## src/hdl/core_ctx_defs.svh

```systemverilog
// constants for the program sequencing and register context block
// assumes inclusion by bare name from the design files
`ifndef CORE_CTX_DEFS_SVH
`define CORE_CTX_DEFS_SVH
`define IP_W 12
`define DATA_W 8
`define STACK_DEPTH 6
`define LVL_W 3
`define PAGE_W 8
`define ADDR_PTR_ONE 8'h80
`define ADDR_PTR_SECOND 8'h81
`define ADDR_SHORT_ONE 8'h82
`define ADDR_SHORT_SECOND 8'h83
`define ADDR_SUM 8'hff
`define VEC_RESET 12'hffe
`define VEC_NMI 12'hffc
`define IP_ZERO 12'h000
`define BYTE_ZERO 8'h00
`define SHORT_DIRECT_CYCLES 3'h4
`define CYC_ZERO 3'h0
`define CYC_ONE 3'h1
`endif

```

## src/hdl/core_ctx_pkg.sv

```systemverilog
// types for the program sequencing and register context block
// assumes the constants header is compiled alongside
package core_ctx_pkg;
    typedef enum logic [1:0] {ctx_main, ctx_irq, ctx_nmi} ctx_e;
    typedef enum logic [2:0] {
        op_none, op_step, op_branch, op_jump, op_call, op_back, op_irq_back
    } ipop_e;
endpackage

```

## src/hdl/stack_if.sv

```systemverilog
// carrier between the core top and its return stack
// assumes one clock domain, driven by the core top
`timescale 1ns/1ns
`include "core_ctx_defs.svh"
interface stack_if;
    logic push;
    logic pop;
    logic [`IP_W-1:0] push_data;
    logic [`IP_W-1:0] top_data;
    logic empty;
    modport core (output push, output pop, output push_data, input top_data, input empty);
    modport stack (input push, input pop, input push_data, output top_data, output empty);
endinterface

```

## src/hdl/cpu_pc_flags_stack.sv

```systemverilog
// program sequencing and register context of an 8-bit core
// assumes the sequencer gives one instr_pointer operation per enabled cycle
//
// Behaviour
// - instr_pointer is 12 bits and names the next fetched program byte.
// - after each fetch instr_pointer advances by one.
// - relative branch adds signed offset to instr_pointer and writes back.
// - jump, call, interrupt, reset and both returns load instr_pointer.
// - program space above 4096 bytes goes through a page register.
// - three carry/zero pairs: main, interrupt, non-maskable interrupt.
// - taking an interrupt selects its pair; irq_back restores the previous.
// - switching contexts never alters any flag pair.
// - instructions see and change only the running context's pair.
// - carry follows carry/borrow, tested bit, or rotate-left out bit.
// - zero is set when the last result is zero, cleared otherwise.
// - reset enters non-maskable interrupt context first.
// - return stack: six 12-bit levels, outside data space, no pointer.
// - call or interrupt shifts levels deeper, instr_pointer into level one.
// - return loads level one into instr_pointer, deeper levels move up.
// - beyond six nestings the stack stays deepest, oldest address lost.
// - return on empty stack leaves it at top; execution continues.
// - 8-bit sum_register is also a data-space location.
// - the two pointer registers are data-space locations.
// - short-direct registers are data-space; short-direct access takes four cycles.
`timescale 1ns/1ns
`include "core_ctx_defs.svh"
module cpu_pc_flags_stack (
    input wire logic sys_clk,
    input wire logic reset,
    input wire logic clk_en,
    input core_ctx_pkg::ipop_e ip_op,
    input wire logic [`IP_W-1:0] target_addr,
    input wire logic [`DATA_W-1:0] branch_offset,
    input wire logic irq_take,
    input wire logic nmi_take,
    input wire logic [`IP_W-1:0] irq_vector,
    input wire logic carry_we,
    input wire logic carry_in,
    input wire logic zero_we,
    input wire logic zero_in,
    input wire logic sum_we,
    input wire logic [`DATA_W-1:0] sum_in,
    input wire logic page_we,
    input wire logic [`PAGE_W-1:0] page_in,
    input wire logic data_we,
    input wire logic data_re,
    input wire logic short_direct,
    input wire logic [7:0] data_addr,
    input wire logic [`DATA_W-1:0] data_wdata,
    output logic [`IP_W-1:0] instr_pointer,
    output logic [`PAGE_W-1:0] prog_page,
    output logic [`DATA_W-1:0] sum_register,
    output logic [`DATA_W-1:0] data_rdata,
    output logic data_hit,
    output logic data_ack,
    output core_ctx_pkg::ctx_e ctx_state,
    output logic carry_flag,
    output logic zero_flag,
    output logic stack_empty
);
    stack_if sif ();
    core_ctx_pkg::ctx_e ctx_r;
    core_ctx_pkg::ctx_e ctx_nxt;
    core_ctx_pkg::ctx_e ctx_prev_r;
    logic [`IP_W-1:0] ip_r;
    logic [`IP_W-1:0] ip_nxt;
    logic [`IP_W-1:0] alu_sum;
    logic [`PAGE_W-1:0] page_r;
    logic [`DATA_W-1:0] sum_r;
    logic [`DATA_W-1:0] ptr_one_r;
    logic [`DATA_W-1:0] ptr_second_r;
    logic [`DATA_W-1:0] short_one_r;
    logic [`DATA_W-1:0] short_second_r;
    logic [`DATA_W-1:0] rdata_r;
    logic hit_r;
    logic ack_r;
    logic [2:0] cyc_r;
    logic carry_cur;
    logic zero_cur;
    logic carry_r;
    logic zero_r;
    logic empty_r;
    logic [2:0] carry_all;
    logic [2:0] zero_all;
    logic take_any;
    logic is_reg;

    ret_stack u_stack (
        .sys_clk(sys_clk),
        .reset(reset),
        .clk_en(clk_en),
        .sif(sif)
    );

    flag_bank u_flags (
        .sys_clk(sys_clk),
        .reset(reset),
        .clk_en(clk_en),
        .ctx(ctx_r),
        .carry_we(carry_we),
        .carry_in(carry_in),
        .zero_we(zero_we),
        .zero_in(zero_in),
        .carry_out(carry_cur),
        .zero_out(zero_cur),
        .carry_all(carry_all),
        .zero_all(zero_all)
    );

    // a taken interrupt outranks whatever the sequencer asked for
    assign take_any = irq_take | nmi_take;
    // branch offset is sign-extended and added through the alu path
    assign alu_sum = ip_r + {{(`IP_W-`DATA_W){branch_offset[`DATA_W-1]}}, branch_offset};

    // stack strobes: interrupt entry and call push the pointer, returns pop
    assign sif.push = take_any || ip_op == core_ctx_pkg::op_call;
    assign sif.pop = !take_any && (ip_op == core_ctx_pkg::op_back ||
                                   ip_op == core_ctx_pkg::op_irq_back);
    assign sif.push_data = ip_r;

    // next pointer value
    always_comb begin
        ip_nxt = ip_r;
        if (nmi_take) begin
            ip_nxt = `VEC_NMI;
        end else if (irq_take) begin
            ip_nxt = irq_vector;
        end else begin
            case (ip_op)
                core_ctx_pkg::op_step: ip_nxt = ip_r + `IP_W'(1);
                core_ctx_pkg::op_branch: ip_nxt = alu_sum;
                core_ctx_pkg::op_jump: ip_nxt = target_addr;
                core_ctx_pkg::op_call: ip_nxt = target_addr;
                core_ctx_pkg::op_back,
                core_ctx_pkg::op_irq_back: begin
                    // empty stack: carry on with the following instruction
                    ip_nxt = sif.empty ? ip_r + `IP_W'(1) : sif.top_data;
                end
                default: ip_nxt = ip_r;
            endcase
        end
    end

    // instruction pointer, reset vector on reset
    always_ff @(posedge sys_clk) begin
        if (reset) begin
            ip_r <= `VEC_RESET;
        end else if (clk_en) begin
            ip_r <= ip_nxt;
        end
    end

    // context selection; only one level of return context is remembered
    always_comb begin
        ctx_nxt = ctx_r;
        if (nmi_take) begin
            ctx_nxt = core_ctx_pkg::ctx_nmi;
        end else if (irq_take) begin
            ctx_nxt = core_ctx_pkg::ctx_irq;
        end else if (ip_op == core_ctx_pkg::op_irq_back) begin
            ctx_nxt = ctx_prev_r;
        end
    end

    always_ff @(posedge sys_clk) begin
        if (reset) begin
            ctx_r <= core_ctx_pkg::ctx_nmi;
            ctx_prev_r <= core_ctx_pkg::ctx_main;
        end else if (clk_en) begin
            ctx_r <= ctx_nxt;
            if (take_any) begin
                ctx_prev_r <= ctx_r;
            end else if (ip_op == core_ctx_pkg::op_irq_back) begin
                ctx_prev_r <= core_ctx_pkg::ctx_main;
            end
        end
    end

    // program page register selects memory above the direct 4096 bytes
    always_ff @(posedge sys_clk) begin
        if (reset) begin
            page_r <= `BYTE_ZERO;
        end else if (clk_en && page_we) begin
            page_r <= page_in;
        end
    end

    assign is_reg = data_addr == `ADDR_SUM || data_addr == `ADDR_PTR_ONE ||
                    data_addr == `ADDR_PTR_SECOND || data_addr == `ADDR_SHORT_ONE ||
                    data_addr == `ADDR_SHORT_SECOND;

    // sum register: alu write-back wins over a data-space write in the same cycle
    always_ff @(posedge sys_clk) begin
        if (reset) begin
            sum_r <= `BYTE_ZERO;
        end else if (clk_en && sum_we) begin
            sum_r <= sum_in;
        end else if (clk_en && data_we && data_addr == `ADDR_SUM) begin
            sum_r <= data_wdata;
        end
    end

    // pointer and short-direct registers as data-space locations
    always_ff @(posedge sys_clk) begin
        if (reset) begin
            ptr_one_r <= `BYTE_ZERO;
            ptr_second_r <= `BYTE_ZERO;
            short_one_r <= `BYTE_ZERO;
            short_second_r <= `BYTE_ZERO;
        end else if (clk_en && data_we) begin
            if (data_addr == `ADDR_PTR_ONE) ptr_one_r <= data_wdata;
            if (data_addr == `ADDR_PTR_SECOND) ptr_second_r <= data_wdata;
            if (data_addr == `ADDR_SHORT_ONE) short_one_r <= data_wdata;
            if (data_addr == `ADDR_SHORT_SECOND) short_second_r <= data_wdata;
        end
    end

    // access timing: short-direct takes four cycles, others answer next cycle
    always_ff @(posedge sys_clk) begin
        if (reset) begin
            cyc_r <= `CYC_ZERO;
            ack_r <= 1'b0;
        end else if (clk_en) begin
            ack_r <= 1'b0;
            if (cyc_r != `CYC_ZERO) begin
                cyc_r <= cyc_r - `CYC_ONE;
                ack_r <= cyc_r == `CYC_ONE + `CYC_ONE;
            end else if (data_re || data_we) begin
                if (short_direct) begin
                    cyc_r <= `SHORT_DIRECT_CYCLES;
                end else begin
                    ack_r <= 1'b1;
                end
            end
        end
    end

    // read data; addresses outside these registers read zero with no hit
    always_ff @(posedge sys_clk) begin
        if (reset) begin
            rdata_r <= `BYTE_ZERO;
            hit_r <= 1'b0;
        end else if (clk_en && (data_re || data_we) && cyc_r == `CYC_ZERO) begin
            hit_r <= is_reg;
            case (data_addr)
                `ADDR_SUM: rdata_r <= sum_r;
                `ADDR_PTR_ONE: rdata_r <= ptr_one_r;
                `ADDR_PTR_SECOND: rdata_r <= ptr_second_r;
                `ADDR_SHORT_ONE: rdata_r <= short_one_r;
                `ADDR_SHORT_SECOND: rdata_r <= short_second_r;
                default: rdata_r <= `BYTE_ZERO;
            endcase
        end
    end

    // flag and stack status copies so outputs leave flip-flops
    always_ff @(posedge sys_clk) begin
        if (reset) begin
            carry_r <= 1'b0;
            zero_r <= 1'b0;
            empty_r <= 1'b1;
        end else if (clk_en) begin
            carry_r <= carry_all[ctx_nxt];
            zero_r <= zero_all[ctx_nxt];
            empty_r <= sif.empty;
        end
    end

    assign instr_pointer = ip_r;
    assign prog_page = page_r;
    assign sum_register = sum_r;
    assign data_rdata = rdata_r;
    assign data_hit = hit_r;
    assign data_ack = ack_r;
    assign ctx_state = ctx_r;
    assign carry_flag = carry_r;
    assign zero_flag = zero_r;
    assign stack_empty = empty_r;

    a_ip_step: assert property (@(posedge sys_clk) disable iff (reset)
        clk_en && !take_any && ip_op == core_ctx_pkg::op_step |=>
        ip_r == $past(ip_r) + `IP_W'(1))
        else $error("step did not advance pointer by one");
    a_ip_return: assert property (@(posedge sys_clk) disable iff (reset)
        clk_en && !take_any && ip_op == core_ctx_pkg::op_back && !sif.empty |=>
        ip_r == $past(sif.top_data))
        else $error("return did not load first stack level");
    a_irq_entry: assert property (@(posedge sys_clk) disable iff (reset)
        clk_en && irq_take && !nmi_take |=>
        ip_r == $past(irq_vector) && sif.top_data == $past(ip_r) &&
        ctx_r == core_ctx_pkg::ctx_irq)
        else $error("interrupt entry wrong");
    a_ctx_restore: assert property (@(posedge sys_clk) disable iff (reset)
        clk_en && irq_take && !nmi_take ##1 clk_en && !take_any &&
        ip_op == core_ctx_pkg::op_irq_back |=> ctx_r == $past(ctx_r, 2))
        else $error("irq_back did not restore context");
    a_short_four: assert property (@(posedge sys_clk) disable iff (reset)
        clk_en && data_re && short_direct && cyc_r == `CYC_ZERO ##1 clk_en[*3] |=>
        ack_r)
        else $error("short direct access not four cycles");
    c_call_ret: cover property (@(posedge sys_clk)
        clk_en && ip_op == core_ctx_pkg::op_call ##[1:8] clk_en && ip_op == core_ctx_pkg::op_back);
    c_nmi_take: cover property (@(posedge sys_clk) clk_en && nmi_take);
    c_short_read: cover property (@(posedge sys_clk) clk_en && data_re && short_direct);
endmodule

```

## src/hdl/flag_bank.sv

```systemverilog
// three carry/zero flag pairs, one per execution context
// assumes the update strobe refers to the active context only
`timescale 1ns/1ns
`include "core_ctx_defs.svh"
module flag_bank (
    input wire logic sys_clk,
    input wire logic reset,
    input wire logic clk_en,
    input core_ctx_pkg::ctx_e ctx,
    input wire logic carry_we,
    input wire logic carry_in,
    input wire logic zero_we,
    input wire logic zero_in,
    output logic carry_out,
    output logic zero_out,
    output logic [2:0] carry_all,
    output logic [2:0] zero_all
);
    logic [2:0] carry_r;
    logic [2:0] zero_r;

    // only the pair of the running context may change; switches touch none
    genvar g;
    generate
        for (g = 0; g < 3; g++) begin : g_pair
            always_ff @(posedge sys_clk) begin
                if (reset) begin
                    carry_r[g] <= 1'b0;
                    zero_r[g] <= 1'b0;
                end else if (clk_en && (int'(ctx) == g)) begin
                    if (carry_we) carry_r[g] <= carry_in;
                    if (zero_we) zero_r[g] <= zero_in;
                end
            end
        end
    endgenerate

    assign carry_out = carry_r[ctx];
    assign zero_out = zero_r[ctx];
    assign carry_all = carry_r;
    assign zero_all = zero_r;

    a_flag_isolate: assert property (@(posedge sys_clk) disable iff (reset)
        ctx != core_ctx_pkg::ctx_main |=> $stable(carry_r[0]) && $stable(zero_r[0]))
        else $error("main pair changed outside its context");
endmodule

```

## src/hdl/ret_stack.sv

```systemverilog
// six level return stack, shifted with no pointer
// assumes push and pop are never high together
`timescale 1ns/1ns
`include "core_ctx_defs.svh"
module ret_stack (
    input wire logic sys_clk,
    input wire logic reset,
    input wire logic clk_en,
    stack_if.stack sif
);
    logic [`IP_W-1:0] lvl_r [`STACK_DEPTH];
    logic [`STACK_DEPTH-1:0] used_r;

    // each level shifts deeper on push, up on pop
    genvar g;
    generate
        for (g = 0; g < `STACK_DEPTH; g++) begin : g_lvl
            always_ff @(posedge sys_clk) begin
                if (reset) begin
                    lvl_r[g] <= `IP_ZERO;
                    used_r[g] <= 1'b0;
                end else if (clk_en && sif.push) begin
                    lvl_r[g] <= (g == 0) ? sif.push_data : lvl_r[(g == 0) ? 0 : g-1];
                    used_r[g] <= (g == 0) ? 1'b1 : used_r[(g == 0) ? 0 : g-1];
                end else if (clk_en && sif.pop && used_r[0]) begin
                    // empty stack stays at its top position on pop
                    lvl_r[g] <= (g == `STACK_DEPTH-1) ? lvl_r[g] : lvl_r[(g == `STACK_DEPTH-1) ? g : g+1];
                    used_r[g] <= (g == `STACK_DEPTH-1) ? 1'b0 : used_r[(g == `STACK_DEPTH-1) ? g : g+1];
                end
            end
        end
    endgenerate

    assign sif.top_data = lvl_r[0];
    assign sif.empty = ~used_r[0];

    a_stack_fill: assert property (@(posedge sys_clk) disable iff (reset)
        clk_en && sif.push |=> !sif.empty && sif.top_data == $past(sif.push_data))
        else $error("push did not land in first level");
    a_stack_deep: assert property (@(posedge sys_clk) disable iff (reset)
        clk_en && sif.push && used_r[`STACK_DEPTH-1] |=> used_r[`STACK_DEPTH-1])
        else $error("full stack lost depth on push");
    a_stack_empty: assert property (@(posedge sys_clk) disable iff (reset)
        clk_en && sif.pop && sif.empty |=> sif.empty && $stable(sif.top_data))
        else $error("empty stack changed on pop");
endmodule

```

## config.mk

```make
export PLATFORM = sky130hd
export DESIGN_NAME = cpu_pc_flags_stack
export DESIGN_NICKNAME = d
export VERILOG_FILES = /design/src/hdl/core_ctx_pkg.sv /design/src/hdl/stack_if.sv /design/src/hdl/cpu_pc_flags_stack.sv /design/src/hdl/flag_bank.sv /design/src/hdl/ret_stack.sv
export VERILOG_INCLUDE_DIRS = /design/src /design/src/hdl
export SDC_FILE = /design/constraint.sdc
export NUM_CORES = 1
export LEC_CHECK = 0
export ABC_CLOCK_PERIOD_IN_PS = 5600
export BUFFER_PORTS_ARGS = -buffer_cell sky130_fd_sc_hd__buf_2
export CAP_MARGIN = 30
export CORE_ASPECT_RATIO = 1.2
export CORE_UTILIZATION = 35
export CTS_CLUSTER_SIZE = 30
export DETAILED_ROUTE_END_ITERATION = 10
export SLEW_MARGIN = 20
export SYNTH_ARGS = -nofsm -noshare
export SYNTH_HDL_FRONTEND = slang
export SYNTH_SLANG_ARGS = --single-unit
```

## constraint.sdc

```tcl
create_clock -name sys_clk -period 5.6 [get_ports sys_clk]
set_input_delay 1.12 -clock sys_clk [delete_from_list [all_inputs] [get_ports sys_clk]]
set_output_delay 1.12 -clock sys_clk [all_outputs]
set_load 0.05 [all_outputs]
```

==> flow_summary.yaml <==
outcome:
  status: "finished clean"
synth:
  synth_cell_types: 64
  synth_compound_area_share_pct: 19.4
  postSynthAreaPerCell_um2: 10.4
  synth_fa_ha_area_share_pct: 2.27
  synth_simple_gate_area_share_pct: 14.9
  yosys-mux-area-fraction_pct: 7.89
  synth_xor_area_share_pct: 1.63
  ys.flop_type: "dfxtp_1"
  yosysTopAreaCellShare_pct: 26.9
  synth_edf_count: 72
  ys_ff_latch: 164
  synthArstFlopShare_pct: 0
  synth-warning-count: 0
  yosysTopAreaCell: "edfxtp_1"
  seq_area_frac_synth_pct: 49.8
  synth_fp_nets: 866
  netlist_instances: 771
  syn-cell-area_mm2: 0.00804
  yosys-top-cells-area: "edfxtp_1 27%, dfxtp_1 23%, a22o_1 6.6%"
  synth_top_family_by_area: "compound AO/OA/AOI/OAI gates"
worst_setup_path:
  rrSetupSlack_ns: 2.71
  worstSetupStartpointType: "input port"
  cp.arrival_ns: 3.62
  cp-end-kind: "register"
  r2r_end: "instr_pointer[8]$_SDFFE_PP1P_"
  cp_max_fo: 20
  path_cells: "buf_2, xor2_1, and3_1, and3_1, nor3_1, clkinv_1, buf_8, buf_4"
  slowest_delay_ns: 0.51
  r2r-start: "instr_pointer[0]$_SDFFE_PP0P_"
  crit_required_ns: 5.76
  path_class: "input port to register"
  slowest_stage: "clkinv_1"
  cp_common_cell: "and3_1"
  reg2reg_depth: 8
sta:
  finalSetupViolCount: 0
  period_needed_ns: 3.45
  skew_ns: 0.00763
  rsz0062_at_grt: "no"
  whs_ns: 0.449
  final.period_utilization_pct: 61.7
  hold_viol: 0
  drv_slew: 0
  fin_setup_tns_ns: 0
  fmaxAchievable_ghz: 0.290
  max_slew.worst_pin.slew_ns: 0.824
  relSlewSlack_pct: 45.0
floorplanning:
  initial_core_util_pct: 35.8
  io_pins: 124
  core_area_mm2: 0.0224
  die_area_mm2: 0.0236
  rows: 60
  die_w_um: 140
  dieHeight_um: 168
final_layout:
  largest_reg_flops: 72
  syn2layout_area_growth_pct: 17.9
  final_common_cell: "buf_2"
  final-instance-count-excl-fill: 1160
  diodes: 0
  drive_gt1_share_pct: 20.7
  largest-register: "u_stack.lvl_r"
  fin_nets: 963
  layout_common_cells: "123 x buf_2, 92 x dfxtp_1, 83 x nor2_1, 72 x edfxtp_1, 68 x nand2_1"
worst_hold_path:
  hp-class: "register to register"
  whs_endpoint: "carry_flag$_SDFFE_PP0P_"
  hp-start: "u_flags.carry_all[2]$_SDFFE_PP0P_"
  hold_depth: 2
route:
  via_per_inst: 5.58
  drt_iter0_drc: 417
  firstDrtPassIters: 5
  dr_total_vias: 6472
  routed_wl_mm: 20.6
  drtAntennaViolNets: 0
  routedWlPerCell_um: 17.8
  drc_errors: 0
power:
  netSwitchingPower_uw: 801
  powerDensity_mw_per_mm2: 317
  internal_power_mw: 2.20
  p_sw_share_pct: 26.6
  p_clk_share_pct: 41.1
  p_leak_nw: 3.78
  pwr-share-comb_pct: 13.1
  power_frac_seq_pct: 45.8
  ir_drop_mv: 0.213
placement:
  placed_cells: 1127
  place.port_buffers: 123
  globalplace.congestion: 0.844
  dp_hpwl_mm: 14.5
job:
  max_cap_violations: 0
grt:
  grt_pass1_vias: 6121
  antenna_found_initial: 0
  grt_max_degree: 86
  grt-ovfl-total: 0
  grtUsageTotal_pct: 17.6
  grt_pass1_wl_mm: 32.5
clock_network:
  worstSkewPairLatency_ns: 0.42
  clkSinkCount: 164
  cts_buffers: 17
  hold_buffers: 0
  clock_tree.root_cell: "clkbuf_16"
  cts_setup_buffers: 0
  htree_num_levels: 4
  cts_max_path_buffers: 2
  cts.repair.resized: 0
  clkTransAtPathRegs_ns: 0.06
  cts_tree: "built"
## power by group through the flow
| stage | clock (mW) | combinational (mW) | sequential [mW] |
|---|---|---|---|
| CTS | 1.26 | 0.393 | 1.38 |
| detailed placement | 0 | 0.392 | 1.40 |
| floorplan | 0 | 0.208 | 1.45 |
| finish | 1.23 | 0.395 | 1.38 |
| global placement | 0 | 0.384 | 1.40 |
| global route | 1.31 | 0.429 | 1.38 |
## worst max path at each step
stage / start / endpoint
floorplan: ip_op[1] / u_stack.lvl_r[0][0]$_DFFE_PP_
finish: ip_op[0] / u_stack.lvl_r[0][0]$_DFFE_PP_
CTS: ip_op[0] / u_stack.lvl_r[0][0]$_DFFE_PP_
global route: ip_op[0] / u_stack.lvl_r[0][8]$_DFFE_PP_
global placement: ip_op[0] / u_stack.lvl_r[1][11]$_DFFE_PP_
detailed placement: ip_op[0] / u_stack.lvl_r[0][0]$_DFFE_PP_
## kinds of logic (layout without fill, tap and decap cells)
group,Yosys count,count (layout)
XOR/XNOR,15,15
flip-flops,164,164
AO/OA/AOI/OAI,207,207
multiplexers,53,53
AND/OR/NAND/NOR,254,254
buffers and inverters,64,174
adder cells (fa/ha/maj),14,14
## synthesized netlist by cell type, drive strengths merged, types with 3 or more instances
cell type  number
a21oi          31
nand2          68
nor2b           7
o22ai           4
o21ai          28
nor2           85
nand3          30
xor2            5
buf            31
nor3            9
mux4            8
a22o           61
nand4           7
inv            10
mux2i          42
ha             13
o21a            4
a211oi         10
nand2b          9
nand3b          4
and3           20
a311oi         16
a21o            3
xnor2          10
edfxtp         72
a2bb2oi         3
clkbuf         23
mux2            3
a221oi          6
o211ai          6
dfxtp          92
a222oi          5
o21bai          3
and2            3
a31oi           5
a22oi           3
a32oi           5
## metrics by stage
step	setup slack [ns]	instance area [µm²]	util, %	power (mW)
floorplan	2.21	8040	-	1.66
global placement	1.27	8750	39.0	1.79
detailed placement	1.70	8820	39.3	1.79
CTS	2.15	9450	42.1	3.03
global route	1.90	9480	42.2	3.12
finish	2.15	9480	42.2	3.00
## per-layer routing
layer  global-route usage, %  share of wire, %  up-vias
li1                        -                 -     3126
met1                    22.3                46     3136
met2                    30.2                49      192
met3                    3.19               4.2       18
met4                    5.40               1.4        0
met5                       0                 0        -
## critical path, delay by kind of cell
kind,cells,cell delay [ns]
simple gates,3,1.03
xor+xnor,1,0.21
buf+inv,4,1.24
## layout make-up
type	instances	area, µm²
multi-input cells	543	3710
fillers	2179	13000
inverters	10	37.5
repair buffers	132	743
clock buffers	22	517
flip-flops and latches	164	4000
well taps	279	349
clock inverters	10	111
(Power assumes the default switching activity.)
